File: src/shared/sarseq_pkg.sv
// package for the sar conversion sequencer: timing, states, carriers
// assumes a 100 MHz core clock; all counts derive from the figures here
package sarseq_pkg;

	// core clock period in picoseconds
	localparam int unsigned CLK_PERIOD_PS = 10000;
	// longest conversion time, ns
	localparam int unsigned CONV_MAX_NS = 660;
	// least acquisition time at full rate, ns
	localparam int unsigned ACQ_MIN_NS = 327;
	// reinitialisation window after power-on reset, us
	localparam int unsigned REINIT_US = 200;
	// conversion cycles, longest time rounds down
	localparam int unsigned CONV_CYCLES = (CONV_MAX_NS * 1000) / CLK_PERIOD_PS;
	// acquisition cycles, least time rounds up
	localparam int unsigned ACQ_CYCLES =
		(ACQ_MIN_NS * 1000 + CLK_PERIOD_PS - 1) / CLK_PERIOD_PS;
	// reinit cycles, least time rounds up
	localparam int unsigned REINIT_CYCLES =
		(REINIT_US * 1000000 + CLK_PERIOD_PS - 1) / CLK_PERIOD_PS;
	// result width
	localparam int unsigned DATA_W = 32;
	// full-scale codes of the plain and expanded transfer
	localparam logic [31:0] CODE_POS_FS = 32'h7fffffff;
	localparam logic [31:0] CODE_NEG_FS = 32'h80000000;
	localparam logic [31:0] CODE_POS_EXP = 32'h407fffff;
	localparam logic [31:0] CODE_NEG_EXP = 32'hbf800000;
	// reset values
	localparam logic RST_BUSY = 1'b0;
	localparam logic RST_PWR = 1'b0;

	// sequencer states
	typedef enum logic [1:0] {
		SARSEQ_REINIT = 2'b00,
		SARSEQ_ACQ = 2'b01,
		SARSEQ_CONV = 2'b10
	} sarseq_state_type;

	// gain settings carried together
	typedef struct packed {
		logic gain_compression_enable;
		logic gain_expansion_enable;
	} sarseq_gain_type;

	// result carried with its validity
	typedef struct packed {
		logic [DATA_W-1:0] code;
		logic invalid;
	} sarseq_result_type;

endpackage

File: src/rtl/sarseq_scale.sv
// output code scaling for gain compression and expansion
// assumes raw is a signed code of the full +/-vref span
`timescale 1ns/1ps
`default_nettype none
module sarseq_scale (
	// raw code and gain settings
	input  wire logic [31:0]                raw_i,
	input  wire sarseq_pkg::sarseq_gain_type gain_i,
	// scaled code
	output logic [31:0]                      code_o
);
	import sarseq_pkg::*;

	logic signed [33:0] raw_s;   // sign-extended raw
	logic signed [33:0] comp_s;  // after compression (x 1.25)
	logic signed [33:0] exp_s;   // after expansion (halved)
	logic signed [33:0] hi_s;    // upper saturation code
	logic signed [33:0] lo_s;    // lower saturation code
	logic signed [33:0] lim_s;   // saturated span

	// compression first, then expansion, saturation last so that
	// expansion really widens the span instead of halving a clipped code
	always_comb begin
		raw_s = {{2{raw_i[31]}}, raw_i};
		hi_s = 34'sh07fffffff;
		lo_s = -34'sh080000000;
		if (gain_i.gain_compression_enable) begin
			comp_s = raw_s + (raw_s >>> 2);
		end else begin
			comp_s = raw_s;
		end
		if (gain_i.gain_expansion_enable) begin
			exp_s = comp_s >>> 1;
			hi_s = 34'sh0407fffff;
			lo_s = -34'sh040800000;
		end else begin
			exp_s = comp_s;
		end
		// saturate at the limits of the active mode
		if (exp_s > hi_s) begin
			lim_s = hi_s;
		end else if (exp_s < lo_s) begin
			lim_s = lo_s;
		end else begin
			lim_s = exp_s;
		end
		code_o = lim_s[31:0];
	end
endmodule
`default_nettype wire

File: src/rtl/sarseq_top.sv
// conversion sequencer: strobe edge, busy, auto power-down, reinit window
// assumes strobe is synchronous to core_clk_i; raw code from the sar core
`timescale 1ns/1ps
`default_nettype none
// Function
// - strobe rising edge powers up, converts
// - strobe edges ignored during conversion
// - busy high throughout conversion
// - completion powers down, acquires next sample
// - conversion ends within bounded time
// - no minimum acquisition interval enforced; a strobe seen right after completion starts at once
// - power-on reset reinitialises converter
// - conversions in reinit window flagged invalid
// - last result held while powered down
// - compression maps reduced span to full scale
// - expansion widens compressed span slightly
//
// timing overview, one line per clock edge:
//   edge 0  strobe seen high after low, in acquisition: start
//   edge 1  busy, core power high, acquisition flag low
//   edge 67 busy low, core powered down, result updated
// a strobe rise while busy is dropped without any indication,
// so the host must space strobes by at least 67 edges
// the reinit timer runs beside the sequencer; starts made before
// it expires still convert but are marked invalid in the result
// power-on reset from the supply monitor restarts that timer
// and drops any conversion in flight without updating the result
// the clock enable freezes every register, timers included
module sarseq_top #(
	parameter int unsigned REINIT_N = sarseq_pkg::REINIT_CYCLES
) (
	// clock, reset, enable
	input  wire logic                          core_clk_i,
	input  wire logic                          rst_i,
	input  wire logic                          ce_i,
	// power-on reset from supply monitor
	input  wire logic                          por_i,
	// host strobe and gain settings
	input  wire logic                          sample_strobe_i,
	input  wire sarseq_pkg::sarseq_gain_type   gain_i,
	// raw code from the core
	input  wire logic [31:0]                   raw_code_i,
	// status and result
	output logic                               busy_o,
	output logic                               core_power_o,
	output logic                               acquiring_o,
	output logic                               ready_o,
	output sarseq_pkg::sarseq_result_type      result_o
);
	import sarseq_pkg::*;

	localparam logic [6:0] CONV_LAST = 7'(CONV_CYCLES - 1);
	localparam logic [24:0] REINIT_LAST = 25'(REINIT_N - 1);

	sarseq_state_type  state_q, state_d;      // sequencer state
	logic [6:0]        conv_cnt_q, conv_cnt_d; // conversion timer
	logic [24:0]       init_cnt_q, init_cnt_d; // reinit timer
	logic              strobe_q, strobe_d;     // strobe last value
	logic              inval_q, inval_d;       // conversion started early
	logic              busy_q, busy_d;         // busy flag
	logic              pwr_q, pwr_d;           // core powered
	logic              acq_q, acq_d;           // acquiring input
	logic              ready_q, ready_d;       // reinit over
	sarseq_result_type res_q, res_d;           // held result
	logic [31:0]       scaled;                 // scaled raw code
	logic              rise;                   // strobe rising edge

	// scaler for the gain modes
	sarseq_scale u_scale (
		.raw_i  (raw_code_i),
		.gain_i (gain_i),
		.code_o (scaled)
	);

	assign rise = sample_strobe_i & ~strobe_q;

	// next-state logic
	always_comb begin
		state_d = state_q;
		conv_cnt_d = conv_cnt_q;
		init_cnt_d = init_cnt_q;
		strobe_d = sample_strobe_i;
		inval_d = inval_q;
		busy_d = busy_q;
		pwr_d = pwr_q;
		ready_d = ready_q;
		res_d = res_q;
		if (por_i) begin
			state_d = SARSEQ_REINIT;
			init_cnt_d = '0;
			ready_d = 1'b0;
			busy_d = 1'b0;
			pwr_d = 1'b0;
		end else begin
			// reinit window timer runs in any state
			if (!ready_q) begin
				if (init_cnt_q == REINIT_LAST) begin
					ready_d = 1'b1;
				end else begin
					init_cnt_d = init_cnt_q + 25'd1;
				end
			end
			case (state_q)
				SARSEQ_REINIT: begin
					state_d = SARSEQ_ACQ;
					busy_d = 1'b0;
					pwr_d = 1'b0;
				end
				SARSEQ_ACQ: begin
					if (rise) begin
						state_d = SARSEQ_CONV;
						conv_cnt_d = '0;
						busy_d = 1'b1;
						pwr_d = 1'b1;
						inval_d = ~ready_q;
					end
				end
				SARSEQ_CONV: begin
					if (conv_cnt_q == CONV_LAST) begin
						state_d = SARSEQ_ACQ;
						busy_d = 1'b0;
						pwr_d = 1'b0;
						res_d.code = scaled;
						res_d.invalid = inval_q;
					end else begin
						conv_cnt_d = conv_cnt_q + 7'd1;
					end
				end
				default: begin
					// unused code: back to reinit
					state_d = SARSEQ_REINIT;
				end
			endcase
		end
		acq_d = ~pwr_d;
	end

	// registers, frozen while the clock enable is low
	always_ff @(posedge core_clk_i) begin
		if (rst_i) begin
			state_q <= SARSEQ_REINIT;
			conv_cnt_q <= '0;
			init_cnt_q <= '0;
			strobe_q <= 1'b0;
			inval_q <= 1'b0;
			busy_q <= RST_BUSY;
			pwr_q <= RST_PWR;
			acq_q <= ~RST_PWR;
			ready_q <= 1'b0;
			res_q <= '0;
		end else if (ce_i) begin
			state_q <= state_d;
			conv_cnt_q <= conv_cnt_d;
			init_cnt_q <= init_cnt_d;
			strobe_q <= strobe_d;
			inval_q <= inval_d;
			busy_q <= busy_d;
			pwr_q <= pwr_d;
			acq_q <= acq_d;
			ready_q <= ready_d;
			res_q <= res_d;
		end
	end

	assign busy_o = busy_q;
	assign core_power_o = pwr_q;
	assign acquiring_o = acq_q;
	assign ready_o = ready_q;
	assign result_o = res_q;
endmodule
`default_nettype wire

File: config.mk
export PLATFORM = sky130hd
export DESIGN_NAME = sarseq_top
export DESIGN_NICKNAME = d
export VERILOG_FILES = /design/src/shared/sarseq_pkg.sv /design/src/rtl/sarseq_scale.sv /design/src/rtl/sarseq_top.sv
export SDC_FILE = /design/constraint.sdc
export NUM_CORES = 1
export LEC_CHECK = 0
export BUFFER_PORTS_ARGS = -buffer_cell sky130_fd_sc_hd__buf_2
export CELL_PAD_IN_SITES_DETAIL_PLACEMENT = 0
export CELL_PAD_IN_SITES_GLOBAL_PLACEMENT = 1
export CORE_MARGIN = 1.5
export CORE_UTILIZATION = 30
export CTS_CLUSTER_DIAMETER = 60
export CTS_CLUSTER_SIZE = 40
export DETAILED_ROUTE_END_ITERATION = 8
export PLACE_DENSITY = 0.6
export SYNTH_ARGS = -nofsm -noshare
export SYNTH_HDL_FRONTEND = slang
export SYNTH_SLANG_ARGS = --single-unit
File: constraint.sdc
create_clock -name core_clk_i -period 7.62 [get_ports core_clk_i]
set_input_delay 0.381 -clock core_clk_i [delete_from_list [all_inputs] [get_ports core_clk_i]]
set_output_delay 0.381 -clock core_clk_i [all_outputs]
set_load 0.01 [all_outputs]
==> qor.log <==
INFO  run_status     run_status=finished, final reports clean
INFO  floorplan      die-area=22900µm²
INFO  yosys          synth.avg_cell_area=7.71µm²
INFO  sta            fin_worst_skew=0.00635ns
INFO  detailed_routing final_antenna_net_count=0
INFO  pwr            total_power=1.17mW
INFO  clock_tree     clock_tree.root_cell=clkbuf_16
INFO  pwr            power_per_cell_area=157nW/µm²
INFO  floorplan      dieWidth=151µm
INFO  sta            hold_slack=0.326ns
INFO  detailed_routing post-route-drc-count=0
INFO  place          pre_cts_ws=0.724ns
INFO  sta            finalHoldViolCount=0
INFO  yosys          netlist_area=6590µm²
INFO  detailed_routing detailedRoute.firstIterationViolations=372
INFO  yosys          synth.top_cell.area_share=22.2%
INFO  worst_setup_path crit_path_top_delay_cell=or4b_1
INFO  yosys          synthesis.instances=855
INFO  sta            finalSetupTns=0ns
INFO  pwr            ir_worst_vdd=95.2µV
INFO  layout         n_antenna_cell=0
INFO  yosys          ys_dominant_reg_cell=dfxtp_1
INFO  clock_tree     clkLatencyLatePin=0.33ns
INFO  layout         nets=985
INFO  sta            timing.max_slew.rel_slack=42.9%
INFO  worst_setup_path cp_cell_sequence=buf_2, ha_1, fa_1, a21o_1, a221oi_4, nor3_1, o31a_1, or3_1, nand3_1, nor2_1, a31oi_1, ha_1, nor4_2, or4b_1, a2111oi_0, o21ai_1, nor4b_1, nand4bb_1, a2111oi_0, and4_1, o31a_2, nand2_1, o221a_1
INFO  floorplan      num_rows=54
INFO  yosys          synth_most_common_cell=nor2_1
INFO  worst_setup_path critPathCaptureType=register
INFO  sta            worst_slew_pin_slew=0.855ns
INFO  detailed_routing route.detailed.wl_per_inst=17.3µm
INFO  yosys          ys_warn_count=0
INFO  place          gp_congestion=0.806
INFO  yosys          postSynth.asyncResetShare=0%
INFO  place          io_buffer_count=75
INFO  global_routing grt_antenna_before_repair=0
INFO  yosys          postSynthNetCount=940
INFO  worst_setup_path arrival=6.78ns
INFO  floorplan      coreArea=21700µm²
INFO  clock_tree     h-tree-depth=3
INFO  sta            min_period=6.55ns
INFO  clock_tree     cts.sinks=73
INFO  worst_setup_path path_delay_family=compound AO/OA/AOI/OAI gates
INFO  detailed_routing detailroute.via_count=6452
INFO  worst_setup_path critical_path.max_stage_delay=0.47ns
INFO  yosys          synth_seq_cells=73
INFO  place          hpwlAfterDp=16.3mm
INFO  detailed_routing count_of_tritonroute_iterations_in_the_first_routing_pass=5
INFO  sta            setup_ws=1.07ns
INFO  clock_tree     post_cts.repair.setup_buffers=0
INFO  worst_hold_path hp-class=in2reg
INFO  sta            fmax=153MHz
INFO  clock_tree     hold_buf_count_cts=0
INFO  clock_tree     clk_transition_reported_paths=0.06ns
INFO  global_routing largest_net_degree_at_the_start_of_global_routing=51
INFO  worst_setup_path crit_path_max_fanout=25
INFO  worst_setup_path required=7.84ns
INFO  worst_setup_path crit_buf_inv=1
INFO  sta            grt_setup_unrepaired=false
INFO  pwr            leakagePower=2.84nW
INFO  sta            setup_violations=0
INFO  place          placed_area=7160µm²
INFO  global_routing grt_util_all_layers=18.0%
INFO  layout         layout_cells_sized_above_1=14.8%
INFO  floorplan      floorplan.initialDensity=30.4%
INFO  worst_setup_path critical_path_class=in2reg
INFO  worst_setup_path worstReg2RegStart=init_cnt_q[14]
INFO  yosys          post_synth_most_frequent_cells=nor2_1 (102), nand2_1 (91), dfxtp_1 (73)
INFO  floorplan      design.portCount=76
INFO  detailed_routing routed_wirelength=20.5mm
INFO  global_routing first_global_vias=5927
INFO  sta            layout_worst_path_cycle_share=86.0%
INFO  sta            maxSlewViolCount=0
INFO  clock_tree     tritoncts.num_buffers=9
INFO  detailed_routing post_drt_via_cell_ratio=5.44
INFO  yosys          yosys_cell_types=88
INFO  global_routing wire_length_of_the_first_global_routing_pass=32.4mm
INFO  yosys          synth_top_cells_by_area=dfxtp_1 (22%), ha_1 (8.5%), nor2_1 (5.8%)
INFO  clock_tree     cts_resized=0
INFO  worst_setup_path rrSetupSlack=5.00ns
INFO  worst_setup_path timing.critical_path.from_type=input port
INFO  worst_setup_path worstSetupStartpoint=raw_code_i[2]
INFO  floorplan      die_y=151µm
INFO  worst_hold_path hp-start=sample_strobe_i
INFO  layout         areaGrowthSynthToFinish=12.9%
INFO  yosys          synth_sequential_area_ratio=22.2%
INFO  job            drv.max_cap_violation_count=0
INFO  clock_tree     cts_tree=built
INFO  yosys          synth-edff-count=0
INFO  yosys          yosysTopAreaCell=dfxtp_1
INFO  layout         layout.cell_area.non_filler=7440µm²
INFO  global_routing globalRouteOverflowTotal=0
INFO  clock_tree     clockBufferDepth=2
[cell families (layout without fill, tap and decap cells)]
logic type      count (synthesis)  after routing  synth area share (%)
xor+xnor                       33             33                  4.39
flops                          73             73                  22.2
simple gates                  346            346                  25.6
buf+inv                        70            120                  4.42
fa+ha+maj                      46             46                  8.85
compound gates                256            256                  29.7
mux                            31             31                  4.97
[cell type report]
cell class	instances	area, µm²
Fill cell	2301	14200
Multi-Input combinational cell	712	4840
Sequential cell	73	1460
Timing Repair Buffer	80	413
Tap cell	280	350
Clock buffer	10	239
Inverter	24	90.1
Clock inverter	6	43.8
[worst paths after layout]
path | depth (start not counted) | endpoint
min | 3 | strobe_q
max reg2reg | 10 | init_cnt_q[24]
min reg2reg | 1 | acquiring_o
max | 23 | result_o[30]
[layout by cell type, fill, tap and decap left out, types with 14 or more instances in the layout]
cell | Yosys | final
nor2_1 | 102 | 102
nand2_1 | 91 | 91
buf_2 | 19 | 75
dfxtp_1 | 73 | 73
a21oi_1 | 48 | 48
ha_1 | 45 | 45
o21ai_0 | 35 | 35
a211oi_1 | 34 | 34
nand3_1 | 30 | 30
mux2i_1 | 26 | 26
inv_1 | 23 | 23
nor3_1 | 21 | 20
nand4_1 | 19 | 19
xor2_1 | 19 | 19
or3_1 | 16 | 16
o21a_1 | 14 | 14
xnor2_1 | 14 | 14
[through the flow]
stage	instances	utilization (%)
after floorplan	855	-
after global placement	1169	33.0
after detailed placement	1169	33.0
after CTS	1185	34.3
after global routing	1185	34.3
final	1185	34.3
[flip-flops by register name (all words and copies together) (netlist names)]
name / cells
result_o: 33
init_cnt_q: 25
conv_cnt_q: 7
state_q: 2
acquiring_o: 1
busy_o: 1
core_power_o: 1
inval_q: 1
ready_o: 1
strobe_q: 1
[worst register-to-register path, stage by stage, from the launching register on]
cell	delay, ns
dfxtp_1	0.42
nor4b_1	0.30
nand4_1	0.15
o311ai_0	0.58
nand2_1	0.25
nand2_1	0.18
nor3_1	0.10
nand4_1	0.21
nor3_1	0.10
xnor2_1	0.14
nor2_1	0.05
[power by group]
part / internal (mW) / switching, mW
Sequential: 0.384 / 0.00180
Clock: 0.229 / 0.163
Combinational: 0.143 / 0.248
Total: 0.756 / 0.413
[routing by layer]
layer | wire length, µm | track usage, % | part of all wire [%]
met4 | 356 | 5.10 | 1.7
met2 | 9100 | 28.1 | 44
met1 | 10400 | 26.4 | 51
met5 | 0 | 0 | 0
met3 | 664 | 1.39 | 3.2
Note: power is estimated with default switching activity, not from simulation.
